**src/dmc_pkg.sv**
```systemverilog
/*
  Constants, field layouts and types for the dynamic-mode and command
  register block. Assumes a 200 MHz system clock.
*/
`default_nettype none

package dmc_pkg;

  // ****************************************************************
  // Timing
  // ****************************************************************
  localparam int unsigned CLK_HZ = 200_000_000;
  localparam int unsigned ENGAGE_MS = 125;
  localparam int unsigned HOLD_MS = 500;
  localparam int unsigned ENGAGE_CYC = (CLK_HZ / 1000) * ENGAGE_MS;
  localparam int unsigned HOLD_CYC = (CLK_HZ / 1000) * HOLD_MS;
  localparam int CNT_W = 27;

  // ****************************************************************
  // Register offsets
  // ****************************************************************
  localparam logic [6:0] ADR_DYN = 7'h05;
  localparam logic [6:0] ADR_SWRST = 7'h08;
  localparam logic [6:0] ADR_RESYNC = 7'h09;
  localparam logic [6:0] ADR_RCLR = 7'h0A;
  localparam logic [6:0] ADR_ID = 7'h0F;

  // ****************************************************************
  // Fields and reset values
  // ****************************************************************
  localparam int MODE_LSB = 22;
  localparam int TH_LSB = 16;
  localparam int TH_SCALE_SH = 11;
  localparam int SAMPLE_W = 18;
  localparam logic [1:0] MODE_NORMAL = 2'h0;
  localparam logic [1:0] MODE_MANUAL = 2'h1;
  localparam logic [1:0] MODE_AUTO = 2'h2;
  localparam logic [1:0] MODE_RST = 2'h0;
  localparam logic [5:0] TH_RST = 6'h3F;
  localparam logic [3:0] ID_PATTERN = 4'h5;
  localparam logic [5:0] ADDR_BITS = 6'h08;
  localparam logic [5:0] FRAME_BITS = 6'h20;

  // ****************************************************************
  // Types
  // ****************************************************************
  typedef struct packed {
    logic csb_n;
    logic sclk;
    logic sdi;
    logic mtb;
  } dmc_pins_t;

  typedef struct packed {
    logic [6:0] addr;
    logic rd;
    logic [23:0] data;
  } dmc_frame_t;

  typedef enum logic [1:0] {
    SPI_IDLE = 2'b01,
    SPI_XFER = 2'b10
  } dmc_spi_st_t;

  typedef enum logic [2:0] {
    REC_OFF = 3'b001,
    REC_WATCH = 3'b010,
    REC_HOLD = 3'b100
  } dmc_rec_st_t;

endpackage : dmc_pkg

`default_nettype wire

```
**src/dmc_regs.sv**
```systemverilog
/*
  Dynamic-mode register, command registers and identification word
  behind a 32-bit SPI frame (7-bit address, read bit, 24 data bits).
  Assumes SCLK, CSB, SDI and the master timebase come from outside the
  clock domain and are much slower than i_clk; i_sample is synchronous.
*/
// Function
// - Mode 00 normal, 01 manual recovery held, 10 automatic, 11 reserved
// - Auto: output beyond 2048*threshold over 125ms engages 500ms recovery
// - Threshold field resets to 0x3F
// - Dynamic-mode writes act at once, no resync needed
// - Zero-payload write to 0x08 resets everything on 32nd SCLK edge
// - Software reset equals a power cycle
// - Zero-payload resync acts on next master-timebase edge after frame
// - Resync restarts interval logic and filters, new time origin
// - Resync leaves every configuration register unchanged
// - Zero-payload write to 0x0A clears interval memories
// - Interval-record clear leaves data path and recovery alone
// - Identification word bits 23:20 read alternating pattern
// - Identification holds revision, part nibble and serial field
// - Identification read first after reset returns invalid data
`timescale 1ns/1ps
`default_nettype none

module dmc_regs #(
  parameter int unsigned ENGAGE_CYC = dmc_pkg::ENGAGE_CYC,
  parameter int unsigned HOLD_CYC = dmc_pkg::HOLD_CYC,
  parameter logic [3:0] REVISION = 4'h1,   // Arbitrary value
  parameter logic [3:0] PART_IDENTIFICATION_WORD = 4'h4,  // Arbitrary value
  parameter logic [11:0] SERIAL = 12'h345  // Arbitrary value
) (
  input wire logic i_clk,
  input wire logic i_arst_n,
  input wire logic i_csb_n,
  input wire logic i_sclk,
  input wire logic i_sdi,
  input wire logic i_master_timebase,
  input wire logic signed [dmc_pkg::SAMPLE_W-1:0] i_sample,
  input wire logic i_sample_valid,
  output logic o_sdo,
  output logic o_sdo_oe_n,
  output logic o_fast_recovery,
  output logic o_resync,
  output logic o_record_clear,
  output logic o_soft_reset,
  output logic [1:0] o_mode,
  output logic [5:0] o_overload_threshold
);

  // ****************************************************************
  // Pin synchronisers
  // ****************************************************************
  dmc_pkg::dmc_pins_t meta_r, pin_r, prev_r;

  always_ff @(posedge i_clk or negedge i_arst_n) begin
    if (!i_arst_n) begin
      meta_r <= '{csb_n: 1'b1, sclk: 1'b0, sdi: 1'b0, mtb: 1'b0};
      pin_r <= '{csb_n: 1'b1, sclk: 1'b0, sdi: 1'b0, mtb: 1'b0};
      prev_r <= '{csb_n: 1'b1, sclk: 1'b0, sdi: 1'b0, mtb: 1'b0};
    end else begin
      meta_r <= '{csb_n: i_csb_n, sclk: i_sclk, sdi: i_sdi,
                  mtb: i_master_timebase};
      pin_r <= meta_r;
      prev_r <= pin_r;
    end
  end

  logic sclk_rise, sclk_fall, mtb_rise;
  assign sclk_rise = pin_r.sclk & ~prev_r.sclk;
  assign sclk_fall = ~pin_r.sclk & prev_r.sclk;
  assign mtb_rise = pin_r.mtb & ~prev_r.mtb;

  // ****************************************************************
  // Shared state
  // ****************************************************************
  logic [1:0] mode_r, mode_nxt;
  logic [5:0] th_r, th_nxt;
  logic first_r, first_nxt;
  logic done, ld;
  dmc_pkg::dmc_frame_t frame;

  // ****************************************************************
  // SPI frame engine
  // ****************************************************************
  dmc_pkg::dmc_spi_st_t spi_st_r, spi_st_nxt;
  logic [5:0] cnt_r, cnt_nxt;
  logic [31:0] rx_r, rx_nxt;
  logic [23:0] tx_r, tx_nxt;
  logic rd_r, rd_nxt;
  logic [6:0] adr_r, adr_nxt;
  logic sdo_r, sdo_nxt;
  logic oe_n_r, oe_n_nxt;

  always_comb begin
    spi_st_nxt = spi_st_r;
    cnt_nxt = cnt_r;
    rx_nxt = rx_r;
    tx_nxt = tx_r;
    rd_nxt = rd_r;
    adr_nxt = adr_r;
    sdo_nxt = sdo_r;
    oe_n_nxt = oe_n_r;
    done = 1'b0;
    ld = 1'b0;
    frame = dmc_pkg::dmc_frame_t'({rx_r[30:0], pin_r.sdi});
    unique case (spi_st_r)
      dmc_pkg::SPI_IDLE: begin
        oe_n_nxt = 1'b1;
        cnt_nxt = '0;
        if (!pin_r.csb_n) begin
          spi_st_nxt = dmc_pkg::SPI_XFER;
        end
      end
      dmc_pkg::SPI_XFER: begin
        if (pin_r.csb_n) begin
          spi_st_nxt = dmc_pkg::SPI_IDLE;
          oe_n_nxt = 1'b1;
        end else if (sclk_rise && cnt_r < dmc_pkg::FRAME_BITS) begin
          rx_nxt = {rx_r[30:0], pin_r.sdi};
          cnt_nxt = cnt_r + 6'h01;
          if (cnt_r == dmc_pkg::ADDR_BITS - 6'h01) begin
            ld = 1'b1;
            adr_nxt = rx_nxt[7:1];
            rd_nxt = rx_nxt[0];
            tx_nxt = 24'h000000;
            if (!first_r) begin
              if (rx_nxt[7:1] == dmc_pkg::ADR_DYN) begin
                tx_nxt = {mode_r, th_r, 16'h0000};
              end else if (rx_nxt[7:1] == dmc_pkg::ADR_ID) begin
                tx_nxt = {dmc_pkg::ID_PATTERN, REVISION,
                          PART_IDENTIFICATION_WORD, SERIAL};
              end
            end
          end
          if (cnt_r == dmc_pkg::FRAME_BITS - 6'h01) begin
            done = 1'b1;
          end
        end else if (sclk_fall && rd_r && cnt_r >= dmc_pkg::ADDR_BITS
                     && cnt_r < dmc_pkg::FRAME_BITS) begin
          sdo_nxt = tx_r[23];
          tx_nxt = {tx_r[22:0], 1'b0};
          oe_n_nxt = 1'b0;
        end
      end
    endcase
  end

  always_ff @(posedge i_clk or negedge i_arst_n) begin
    if (!i_arst_n) begin
      spi_st_r <= dmc_pkg::SPI_IDLE;
      cnt_r <= '0;
      rx_r <= '0;
      tx_r <= '0;
      rd_r <= 1'b0;
      adr_r <= '0;
      sdo_r <= 1'b0;
      oe_n_r <= 1'b1;
    end else begin
      spi_st_r <= spi_st_nxt;
      cnt_r <= cnt_nxt;
      rx_r <= rx_nxt;
      tx_r <= tx_nxt;
      rd_r <= rd_nxt;
      adr_r <= adr_nxt;
      sdo_r <= sdo_nxt;
      oe_n_r <= oe_n_nxt;
    end
  end

  // ****************************************************************
  // Command decode and configuration
  // ****************************************************************
  logic wr, zero, soft_clr, resync_x, rclr_x;
  logic pend_r, pend_nxt;
  logic resync_r, resync_nxt;
  logic clr_r, clr_nxt;
  logic srst_r, srst_nxt;

  always_comb begin
    wr = done & ~frame.rd;
    zero = (frame.data == 24'h000000);
    soft_clr = wr && zero && frame.addr == dmc_pkg::ADR_SWRST;
    resync_x = wr && zero && frame.addr == dmc_pkg::ADR_RESYNC;
    rclr_x = wr && zero && frame.addr == dmc_pkg::ADR_RCLR;
    mode_nxt = mode_r;
    th_nxt = th_r;
    first_nxt = ld ? 1'b0 : first_r;
    if (wr && frame.addr == dmc_pkg::ADR_DYN) begin
      mode_nxt = frame.data[dmc_pkg::MODE_LSB +: 2];
      th_nxt = frame.data[dmc_pkg::TH_LSB +: 6];
    end
    pend_nxt = resync_x | (pend_r & ~mtb_rise);
    resync_nxt = pend_r & mtb_rise;
    clr_nxt = rclr_x;
    srst_nxt = soft_clr;
    if (soft_clr) begin
      mode_nxt = dmc_pkg::MODE_RST;
      th_nxt = dmc_pkg::TH_RST;
      first_nxt = 1'b1;
      pend_nxt = 1'b0;
      resync_nxt = 1'b0;
    end
  end

  always_ff @(posedge i_clk or negedge i_arst_n) begin
    if (!i_arst_n) begin
      mode_r <= dmc_pkg::MODE_RST;
      th_r <= dmc_pkg::TH_RST;
      first_r <= 1'b1;
      pend_r <= 1'b0;
      resync_r <= 1'b0;
      clr_r <= 1'b0;
      srst_r <= 1'b0;
    end else begin
      mode_r <= mode_nxt;
      th_r <= th_nxt;
      first_r <= first_nxt;
      pend_r <= pend_nxt;
      resync_r <= resync_nxt;
      clr_r <= clr_nxt;
      srst_r <= srst_nxt;
    end
  end

  // ****************************************************************
  // Overload recovery
  // ****************************************************************
  dmc_pkg::dmc_rec_st_t rec_st_r, rec_st_nxt;
  logic [dmc_pkg::CNT_W-1:0] rcnt_r, rcnt_nxt;
  logic sat_r, sat_nxt;
  logic fast_r, fast_nxt;
  logic [18:0] lim;
  logic signed [18:0] smp;
  logic over, is_auto;

  always_comb begin
    lim = {2'b00, th_r, 11'h000};
    smp = {i_sample[dmc_pkg::SAMPLE_W-1], i_sample};
    over = (smp > $signed(lim)) || (smp < -$signed(lim));
    sat_nxt = i_sample_valid ? over : sat_r;
    is_auto = (mode_r == dmc_pkg::MODE_AUTO);
    rec_st_nxt = rec_st_r;
    rcnt_nxt = rcnt_r;
    unique case (rec_st_r)
      dmc_pkg::REC_OFF: begin
        rcnt_nxt = '0;
        if (is_auto && sat_r) begin
          rec_st_nxt = dmc_pkg::REC_WATCH;
        end
      end
      dmc_pkg::REC_WATCH: begin
        if (!is_auto || !sat_r) begin
          rec_st_nxt = dmc_pkg::REC_OFF;
          rcnt_nxt = '0;
        end else if (rcnt_r == dmc_pkg::CNT_W'(ENGAGE_CYC)) begin
          rec_st_nxt = dmc_pkg::REC_HOLD;
          rcnt_nxt = '0;
        end else begin
          rcnt_nxt = rcnt_r + dmc_pkg::CNT_W'(1);
        end
      end
      dmc_pkg::REC_HOLD: begin
        if (!is_auto || rcnt_r == dmc_pkg::CNT_W'(HOLD_CYC - 1)) begin
          rec_st_nxt = dmc_pkg::REC_OFF;
          rcnt_nxt = '0;
        end else begin
          rcnt_nxt = rcnt_r + dmc_pkg::CNT_W'(1);
        end
      end
    endcase
    fast_nxt = (mode_r == dmc_pkg::MODE_MANUAL)
               || (rec_st_nxt == dmc_pkg::REC_HOLD);
    if (soft_clr) begin
      rec_st_nxt = dmc_pkg::REC_OFF;
      rcnt_nxt = '0;
      sat_nxt = 1'b0;
      fast_nxt = 1'b0;
    end
  end

  always_ff @(posedge i_clk or negedge i_arst_n) begin
    if (!i_arst_n) begin
      rec_st_r <= dmc_pkg::REC_OFF;
      rcnt_r <= '0;
      sat_r <= 1'b0;
      fast_r <= 1'b0;
    end else begin
      rec_st_r <= rec_st_nxt;
      rcnt_r <= rcnt_nxt;
      sat_r <= sat_nxt;
      fast_r <= fast_nxt;
    end
  end

  // ****************************************************************
  // Outputs
  // ****************************************************************
  assign o_sdo = sdo_r;
  assign o_sdo_oe_n = oe_n_r;
  assign o_fast_recovery = fast_r;
  assign o_resync = resync_r;
  assign o_record_clear = clr_r;
  assign o_soft_reset = srst_r;
  assign o_mode = mode_r;
  assign o_overload_threshold = th_r;
endmodule : dmc_regs

`default_nettype wire

```
**config.mk**
```make
export PLATFORM = sky130hd
export DESIGN_NAME = dmc_regs
export DESIGN_NICKNAME = d
export VERILOG_FILES = /design/src/dmc_pkg.sv /design/src/dmc_regs.sv
export SDC_FILE = /design/constraint.sdc
export NUM_CORES = 1
export LEC_CHECK = 0
export ABC_AREA = 0
export BUFFER_PORTS_ARGS = -buffer_cell sky130_fd_sc_hd__buf_2
export CELL_PAD_IN_SITES_DETAIL_PLACEMENT = 0
export CELL_PAD_IN_SITES_GLOBAL_PLACEMENT = 1
export CORE_ASPECT_RATIO = 0.8
export CORE_UTILIZATION = 43
export CTS_CLUSTER_SIZE = 16
export DETAILED_ROUTE_END_ITERATION = 6
export GPL_TIMING_DRIVEN = 0
export PLACE_DENSITY_LB_ADDON = 0.1
export REMOVE_ABC_BUFFERS = 1
export SLEW_MARGIN = 20
export SYNTH_ARGS = -nofsm -noshare
export SYNTH_HDL_FRONTEND = slang
export SYNTH_SLANG_ARGS = --single-unit
```
**constraint.sdc**
```tcl
create_clock -name i_clk -period 2.7 [get_ports i_clk]
set_clock_uncertainty 0.1 [all_clocks]
set_input_delay 0.54 -clock i_clk [delete_from_list [all_inputs] [get_ports i_clk]]
set_output_delay 0.54 -clock i_clk [all_outputs]
set_load 0.03 [all_outputs]
```
=== Word level (Yosys, flattened, before mapping) ===
Cells that the tools add are included.
W data, S select, Z words.

* Register bits: 121
* Latch bits: 0
* Bits in writable memories: 0
* Memory bits (read-only): 0
* Input bits: 25
* Output and inout port bits: 14
* Logic and storage cells: 148
* Memories kept: 0

* Add/subtract/negate cells: 3
* Multiply operators: 0
* Div/mod/pow operators: 0
* Magnitude comparators: 4
* Eq/ne operators: 25
* Shift-type cells: 0
* Mux-type cells: 46
* Bitwise gates (word level): 14
* Reductions and logical operators: 28

{| class="wikitable"
|+ Operator list
! operator !! count
|-
| $mux W24 || 5
|-
| $mux W27 || 4
|-
| $pmux W27 S3 || 1
|-
| $eq A7 B4 Y1 const B || 4
|-
| $add A27 B1 Y27 const B || 1
|-
| $eq A27 B25 Y1 const B || 1
|-
| $eq A27 B27 Y1 const B || 1
|-
| $logic_not A24 Y1 || 1
|-
| $mux W6 || 4
|-
| $mux W23 || 1
|-
| $lt A18 B19 Y1 || 1
|-
| $neg A17 Y19 || 1
|-
| $gt A18 B18 Y1 || 1
|-
| $mux W1 || 18
|-
| $mux W3 || 5
|-
| $eq A7 B3 Y1 const B || 2
|-
| $pmux W6 S2 || 1
|-
| $reduce_and A4 Y1 || 3
|-
| $logic_and A1 B1 Y1 || 10
|-
| $pmux W3 S3 || 1
|-
| $mux W2 || 4
|-
| $ne A2 B2 Y1 const B || 4
|-
| $reduce_bool A2 Y1 || 4
|-
| $not A1 Y1 || 7
|-
| 20 further kinds || 35
|}

=== Depth between registers and ports, before layout ===
Gate-level depths: netlist of run 1.

* Depth after elaboration: 11
* Depth in mapped cells: 10

=== Least setup slack after synthesis of run 1 ===
No wires, ideal clock.

* Path kind: reg2reg
* Start: register cnt_r[5]
* End: register rcnt_r[20] (netlist name)
* Arrival: 2.550 ns
* Data required time: 2.481 ns
* Slack: -0.069 ns
* Stages on the path, launching flop included: 9
* Buffers on the path: 2
* Clock period less this slack: 2.769 ns
* Path through: dfrtp_1 or3b_1 or3_1 clkbuf_1 or4_4 or4_4 o21ai_4 buf_6 nor2_1

* Word-level cells in the longest chain between the ends: 9

{| class="wikitable"
|+ RTL lines
! what !! line !! RTL
|-
| start, declared || dmc_regs.sv:86 || <nowiki>logic [5:0] cnt_r, cnt_nxt;</nowiki>
|-
| start signal, assigned || dmc_regs.sv:160 || <nowiki>cnt_r <= cnt_nxt;</nowiki>
|-
| $lt A6 B6 Y1 / $eq A6 B5 Y1 (equally long branches) || dmc_regs.sv:118, dmc_regs.sv:135 ||
|-
| $logic_and A1 B1 Y1 / $mux W1 (equally long branches) || dmc_regs.sv:118, dmc_regs.sv:135 ||
|-
| $mux W1 (*) || dmc_regs.sv:118 || <nowiki>end else if (sclk_rise && cnt_r < dmc_pkg::FRAME_BITS) begin</nowiki>
|-
| $mux W1 (*) || dmc_regs.sv:115 || <nowiki>if (pin_r.csb_n) begin</nowiki>
|-
| $mux W1 (*) || dmc_regs.sv:106 || <nowiki>unique case (spi_st_r)</nowiki>
|-
| $and A1 B1 Y1 (*) || dmc_regs.sv:180 || <nowiki>wr = done & ~frame.rd;</nowiki>
|-
| $logic_and A1 B1 Y1 (*) (2 in a row) || dmc_regs.sv:182 || <nowiki>soft_clr = wr && zero && frame.addr == dmc_pkg::ADR_SWRST;</nowiki>
|-
| $mux W27 (*) || dmc_regs.sv:273 || <nowiki>if (soft_clr) begin</nowiki>
|-
| via rcnt_nxt (one bit) || dmc_regs.sv:229 || <nowiki>logic [dmc_pkg::CNT_W-1:0] rcnt_r, rcnt_nxt;</nowiki>
|-
| end signal, assigned || dmc_regs.sv:289 || <nowiki>rcnt_r <= rcnt_nxt;</nowiki>
|-
| end, declared || dmc_regs.sv:229 ||
|}

Mark *: on every way through the listed nets, which the timed path passes. The rest lies on a longest branch.
A chain may end at the register's enable or synchronous reset.

=== Worst setup path in the final report of run 1 ===
* Start: register prev_r[2] (netlist name)
* End: register rcnt_r[6] (netlist name)

* Word-level cells in the longest chain between the ends: 10

{| class="wikitable"
|+ RTL lines
! what !! line !! RTL
|-
| start, declared || dmc_regs.sv:53 || <nowiki>dmc_pkg::dmc_pins_t meta_r, pin_r, prev_r;</nowiki>
|-
| start signal, assigned || dmc_regs.sv:59 || <nowiki>prev_r <= '{csb_n: 1'b1, sclk: 1'b0, sdi: 1'b0, mtb: 1'b0};</nowiki>
|-
| start signal, assigned || dmc_regs.sv:64 || <nowiki>prev_r <= pin_r;</nowiki>
|-
| $not A1 Y1 || dmc_regs.sv:69 || <nowiki>assign sclk_rise = pin_r.sclk & ~prev_r.sclk;</nowiki>
|-
| $and A1 B1 Y1 || dmc_regs.sv:69 ||
|-
| $logic_and A1 B1 Y1 || dmc_regs.sv:118 ||
|-
| $mux W1 || dmc_regs.sv:118 ||
|-
| $mux W1 || dmc_regs.sv:115 ||
|-
| $mux W1 || dmc_regs.sv:106 ||
|-
| $and A1 B1 Y1 || dmc_regs.sv:180 ||
|-
| $logic_and A1 B1 Y1 (2 in a row) || dmc_regs.sv:182 ||
|-
| $mux W27 || dmc_regs.sv:273 ||
|-
| via rcnt_nxt (one bit) || dmc_regs.sv:229 ||
|}

The timed path passes the listed nets, and every way through them passes these cells.

==> out/qor.yml, run 1 <==
outcome: "finished with violations"
violations: "hold timing, setup timing"
ys_ff_latch: 121
ir_drop_mv: 0.424
layout-drive-gt1-share_pct: 26.1
netlist_instances: 524
ctsLongestPathBuffers: 2
met1_usage_pct: 29.6
wl_per_cell_um: 15.9
final-setup-viol-count: 24
cts_hold_buffers: 0
io_pins: 39
clockRootBuffer: "clkbuf_16"
crit_path_cell_trace: "or3b_4 > or3_4 > or4_4 > or4_4 > o21ai_4 > nor2_1"
via_per_inst: 5.26
mostFrequentLayoutCell: "dfrtp_1"
cts_buffers: 17
worstSkewPairLatency_ps: 420
first_pass_iters: 4
io_buffers: 38
clkTransAtPathRegs_ps: 60
synth_area_um2: 5640
place_congestion: 0.811
syn_area_per_cell_um2: 10.8
vias: 4050
startpoint: "prev_r[2]$_DFF_PN0_"
grt_pass1_vias: 4019
ys_async_sr_fraction_pct: 100
grt_setup_unrepaired: "true"
cp_slowest_cell: "or4_4"
max_stage_delay_ps: 580
layout_setup_ws_ps: -36.3
yosys_warnings: 0
maxCapViolCount: 0
cts.sinks: 121
initial_core_util_pct: 44.0
final_nets: 626
grt_use_total_pct: 20.1
drc_errors: 0
fin_area_um2: 6890
leakage_nw: 3.13
critPathMaxFanout: 7
grt_use_met2_pct: 28.6
fmax_ghz: 0.365
synthFlopType: "dfrtp_1"
power_mw: 4.71
grt.busiest_layer: "met1"
worstSetupEndpointType: "flip-flop"
cp-start-kind: "flip-flop"
critPathCapture: "rcnt_r[6]$_DFF_PN0_"
worst-path-stages: 6
r2r_slack_ps: -40
design.core.area_um2: 12800
critPathTopFamily: "simple AND/OR/NAND/NOR gates"
tightest_slew_ps: 1100
slew_headroom_pct: 26.0
dp.final_hpwl_um: 7510
ant_nets: 0
grt_max_degree: 63
crit_top_cell: "or4_4"
die_w_um: 130
min_period_over_period_pct: 101
cp.buffers_inverters: 0
rr_startpoint: "prev_r[2]$_DFF_PN0_"
grt_pass1_wl_um: 20700
slew_violations: 0
cellPowerDensity_nw_per_um2: 684
totalNegativeSetupSlack_ps: -347
num_rows: 37
syn_to_final_growth_pct: 22.1
overflow: 0
period_needed_ps: 2740
hold_path_class: "in -> async"
fin_hold_ws_ps: -14.5
nFillCells: 1144
worstSetupPathType: "reg -> reg"
place_area_um2: 6030
grt_util_met3_pct: 4.84
die_area_um2: 13600
crit_required_ps: 2890
drt_wl_total_um: 12200
yosys.cell_types.count: 48
hold_viol_final: 2
cts_tree: "built"
h-tree-depth: 4
r2r_cells: 6
crit_arrival_ps: 2930
diodes: 0
grt_antenna_before_repair: 0
synth_edf_count: 0
reg2reg_to: "rcnt_r[6]$_DFF_PN0_"
die_y_um: 104
drt-initial-drc-count: 197
mostFrequentLayoutCells: "dfrtp_1 (109), nor2_1 (59), nand2_1 (55), buf_2 (37), mux2_2 (34)"
synth.yosys.seq_area_share_pct: 53.9
==> layer usage <==
layer,vias up,wire length (um),share of wire (%)
li1,1971,-,-
met1,1974,6260,51
met2,94,5320,43
met3,11,541,4.4
met4,0,120,0.98
met5,-,0,0
==> stage by stage <==
stage / instances / setup slack [ps] / util (%)
detailed placement: 723 / -1410 / 47.1
CTS: 768 / -48.4 / 53.3
finish: 770 / -36.3 / 53.7
global route: 770 / -108 / 53.7
floorplan: 508 / -911 / -
global placement: 721 / -1840 / 46.6
==> registers in the layout, summed over array words and instances, names as in the netlist <==
register              flops
rx_r                     31
rcnt_r                   27
tx_r                     24
cnt_r                     6
o_overload_threshold      6
meta_r                    4
pin_r                     3
rec_st_r                  3
o_mode                    2
prev_r                    2
spi_st_r                  2
first_r                   1
frame                     1
o_fast_recovery           1
o_record_clear            1
o_resync                  1
o_sdo                     1
o_sdo_oe_n                1
o_soft_reset              1
pend_r                    1
rd_r                      1
sat_r                     1
==> synthesized netlist by cell type, types with 2 or more instances <==
| master | count | share of area [%] |
|---|---|---|
| nor3_1 | 14 | 1.2 |
| xnor2_1 | 17 | 2.6 |
| nand3_1 | 23 | 2.0 |
| o21ai_0 | 7 | 0.62 |
| and2_1 | 5 | 0.55 |
| a21oi_1 | 22 | 2.0 |
| nand4b_1 | 2 | 0.31 |
| nor4b_1 | 5 | 0.78 |
| nor4bb_1 | 2 | 0.35 |
| ha_1 | 19 | 4.2 |
| buf_6 | 2 | 0.40 |
| a221oi_1 | 5 | 0.78 |
| nand4_1 | 8 | 0.89 |
| o21ai_1 | 2 | 0.18 |
| nand2b_1 | 5 | 0.55 |
| dfrtp_1 | 109 | 48 |
| dfstp_2 | 12 | 5.6 |
| xor2_1 | 17 | 2.6 |
| o211ai_1 | 4 | 0.53 |
| nand2_1 | 55 | 3.7 |
| and3_1 | 9 | 1.0 |
| or4_4 | 2 | 0.40 |
| mux2_2 | 34 | 6.8 |
| and4_1 | 8 | 1.2 |
| or3_1 | 2 | 0.22 |
| inv_1 | 18 | 1.2 |
| nor2b_1 | 6 | 0.67 |
| o41ai_1 | 2 | 0.31 |
| a21boi_0 | 2 | 0.27 |
| clkbuf_1 | 13 | 0.86 |
| mux2i_1 | 8 | 1.4 |
| nor2_1 | 62 | 4.1 |
| nor4_1 | 8 | 0.89 |
==> report_power, final <==
part | leakage [nW] | switching, mW | internal, mW
combinational | 1.21 | 0.197 | 0.140
sequential | 1.62 | 0.0743 | 1.90
clock | 0.306 | 0.915 | 1.49
total | 3.13 | 1.19 | 3.53
==> area by class of cell <==
type / count / area [um^2] / share of cell area (%)
multi-input combinational: 374 / 2600 / 37.8
inverter: 19 / 71.3 / 1.04
clock inverter: 15 / 201 / 2.92
tap: 175 / 219 / 3.18
sequential: 121 / 3040 / 44.2
timing repair buffer: 49 / 327 / 4.74
clock buffer: 17 / 425 / 6.17
==> kinds of logic (layout without fill, tap and decap cells) <==
logic type,count (synthesis),after routing,synth area share (%)
AND/OR/NAND/NOR,221,224,19.8
flip-flops,121,121,53.9
AO/OA/AOI/OAI,52,55,5.99
multiplexers,42,42,8.20
buffers and inverters,35,100,2.62
XOR/XNOR,34,34,5.28
adder cells (fa/ha/maj),19,19,4.21
==> what timing repair did <==
action	in CTS	in global routing
setup endpoints to repair	101	51
gates resized for setup	14	10
hold endpoints to repair	0	0
gates cloned	6	0
pin swaps	22	1
buffers inserted	7	2
==> worst min-delay path by stage <==
stage	startpoint	end	slack, ps	cells past startpoint
2_1_floorplan	i_arst_n	cnt_r[0]$_DFFE_PN0P_	140	0
5_1_grt	i_arst_n	prev_r[0]$_DFF_PN0_	40	1
6_report	i_arst_n	o_resync$_DFF_PN0_	-10	1
3_5_place_dp	meta_r[2]$_DFF_PN0_	pin_r[2]$_DFF_PN0_	240	0
4_1_cts	i_arst_n	rcnt_r[23]$_DFF_PN0_	20	1
3_3_place_gp	meta_r[0]$_DFF_PN0_	pin_r[0]$_DFF_PN0_	230	0
(Power assumes the default switching activity.)
==> run 2, diff against run 1 <==
--- a/config.mk
+++ b/config.mk
@@ -10,12 +10,13 @@
 export CELL_PAD_IN_SITES_DETAIL_PLACEMENT = 0
 export CELL_PAD_IN_SITES_GLOBAL_PLACEMENT = 1
 export CORE_ASPECT_RATIO = 0.8
-export CORE_UTILIZATION = 43
+export CORE_UTILIZATION = 25
 export CTS_CLUSTER_SIZE = 16
 export DETAILED_ROUTE_END_ITERATION = 6
 export GPL_TIMING_DRIVEN = 0
 export PLACE_DENSITY_LB_ADDON = 0.1
 export REMOVE_ABC_BUFFERS = 1
+export SKIP_CTS_REPAIR_TIMING = 1
 export SLEW_MARGIN = 20
 export SYNTH_ARGS = -nofsm -noshare
 export SYNTH_HDL_FRONTEND = slang
==> out/qor.yml, run 2 (synthesized netlist as in run 1, its figures left out) <==
outcome: "finished with violations"
violations: "setup timing"
num_rows: 48  # +30%
fin_area_um2: 6940  # +0.76%
dp.final_hpwl_um: 8840  # +18%
leakage_nw: 3.07  # -2.1%
io_pins: 39  # unchanged
die_y_um: 136  # +31%
rr_startpoint: "prev_r[2]$_DFF_PN0_"
ant_nets: 0  # unchanged
place_congestion: 0.723  # -11%
initial_core_util_pct: 25.8  # -18 points
slew_violations: 0  # unchanged
clkTransAtPathRegs_ps: 60  # about the same
stdcell_count: 897  # +16%
grt_pass1_wl_um: 21700  # +4.6%
r2r_cells: 6  # unchanged
io_buffers: 38  # unchanged
die_area_um2: 23200  # +71%
worstSetupEndpointType: "flip-flop"
r2r_slack_ps: -170  # -130 ps
worstSkewPairLatency_ps: 410  # about the same
overflow: 0  # unchanged
period_needed_ps: 2870  # +134 ps
worstSetupPathType: "reg -> reg"
ir_drop_mv: 0.413  # -2.6%
crit_required_ps: 2880  # about the same
min_period_over_period_pct: 106  # +5.0 points
startpoint: "prev_r[2]$_DFF_PN0_"
grt_antenna_before_repair: 0  # unchanged
cellPowerDensity_nw_per_um2: 640  # -6.4%
layout-drive-gt1-share_pct: 25.5  # -0.59 points
totalNegativeSetupSlack_ps: -4630  # -4280 ps
hold_viol_final: 0  # -2
maxCapViolCount: 0  # unchanged
top_register: "rx_r"
layout_top_registers: "rx_r x31, rcnt_r x27, tx_r x24"
first_pass_iters: 4  # unchanged
clockRootBuffer: "clkbuf_16"
pre_cts_slack_ps: -1520  # -113 ps
drc_errors: 0  # unchanged
final-setup-viol-count: 42  # +75%
ctsLongestPathBuffers: 2  # unchanged
dp.cells: 849  # +17%
power_mw: 4.45  # -5.7%
critPathCapture: "rcnt_r[3]$_DFF_PN0_"
final_nets: 628  # +0.32%
wl_per_cell_um: 15.9  # +0.24%
fmax_ghz: 0.348  # -4.7%
cts_buffers: 17  # unchanged
place_area_um2: 6200  # +2.8%
tightest_slew_ps: 906  # -193 ps
design.core.area_um2: 21900  # +70%
drt-initial-drc-count: 219  # +11%
drt_wl_total_um: 14300  # +17%
cts.sinks: 121  # unchanged
grt_pass1_vias: 4117  # +2.4%
reg2reg_to: "rcnt_r[3]$_DFF_PN0_"
grt_use_total_pct: 12.2  # -7.9 points
critPathMaxFanout: 7  # unchanged
syn_to_final_growth_pct: 23.0
slew_headroom_pct: 39.0  # +13 points
via_per_inst: 4.52  # -14%
crit_arrival_ps: 3050  # +120 ps
largest_reg_flops: 31  # unchanged
grt_max_degree: 71  # +13%
die_w_um: 170  # +31%
vias: 4052  # +0.049%
h-tree-depth: 4  # unchanged
hold_path_class: "in -> async"
mostFrequentLayoutCell: "dfrtp_1"
cp-start-kind: "flip-flop"
mostFrequentLayoutCells: "dfrtp_1 (107), nor2_1 (62), nand2_1 (51), buf_2 (37), mux2_2 (34)"
layout_setup_ws_ps: -170  # -134 ps
cts_tree: "built"
grt_setup_unrepaired: "true"
diodes: 0  # unchanged
-- run 2: cell count changes in the layout (fill, tap and decap cells not counted), sizes merged --
cell and delta:
clkinv +5, bufinv -2, clkbuf +1, clkinvlp +3, buf +2, inv -7
-- run 2: how the worst min path moves through the flow --
stage                     cells after the start  slack (ps)           startpoint                   end
after floorplan                               0         140             i_arst_n  cnt_r[0]$_DFFE_PN0P_
after global placement                        0         230  meta_r[0]$_DFF_PN0_    pin_r[0]$_DFF_PN0_
after detailed placement                      0         230  meta_r[1]$_DFF_PN0_    frame[0]$_DFF_PN0_
after CTS                                     1          20             i_arst_n  rcnt_r[21]$_DFF_PN0_
after global routing                          1          40             i_arst_n    o_resync$_DFF_PN0_
final                                         1           6             i_arst_n     sat_r$_DFFE_PN0P_
-- run 2: stage by stage --
step           hold slack [ps]  util, %
2_1_floorplan              144        -
3_3_place_gp               234     28.1
3_5_place_dp               235     28.4
4_1_cts                   21.2     30.9
5_1_grt                   37.0     31.8
6_report                  6.44     31.8
-- run 2: where the power goes --
group	total, mW	switching [mW]	internal [mW]
Sequential	1.97	0.0727	1.90
Combinational	0.335	0.197	0.138
Clock	2.14	0.875	1.27
-- run 2: routing by layer --
metal	up-vias	wire length (um)	global-route usage, %
met2	70	6040	18.3
met3	11	554	2.94
met1	2003	7530	16.8
met5	-	0	0
met4	0	165	4.65
li1	1968	-	-
-- run 2: critical path, cell delays in order, from the launching register on --
cell,delay (ps)
dfrtp_1,380
or3b_4,410
or3_4,430
or4_4,540
or4_4,580
o21ai_2,210
nor2_1,90
-- run 2: cell type report --
type	count	area, um^2
repair buffers	51	342
well taps	300	375
clock inverters	14	124
fillers	2291	14900
clock buffers	18	429
multi-input cells	374	2560
flip-flops and latches	121	3050
inverters	19	71.3
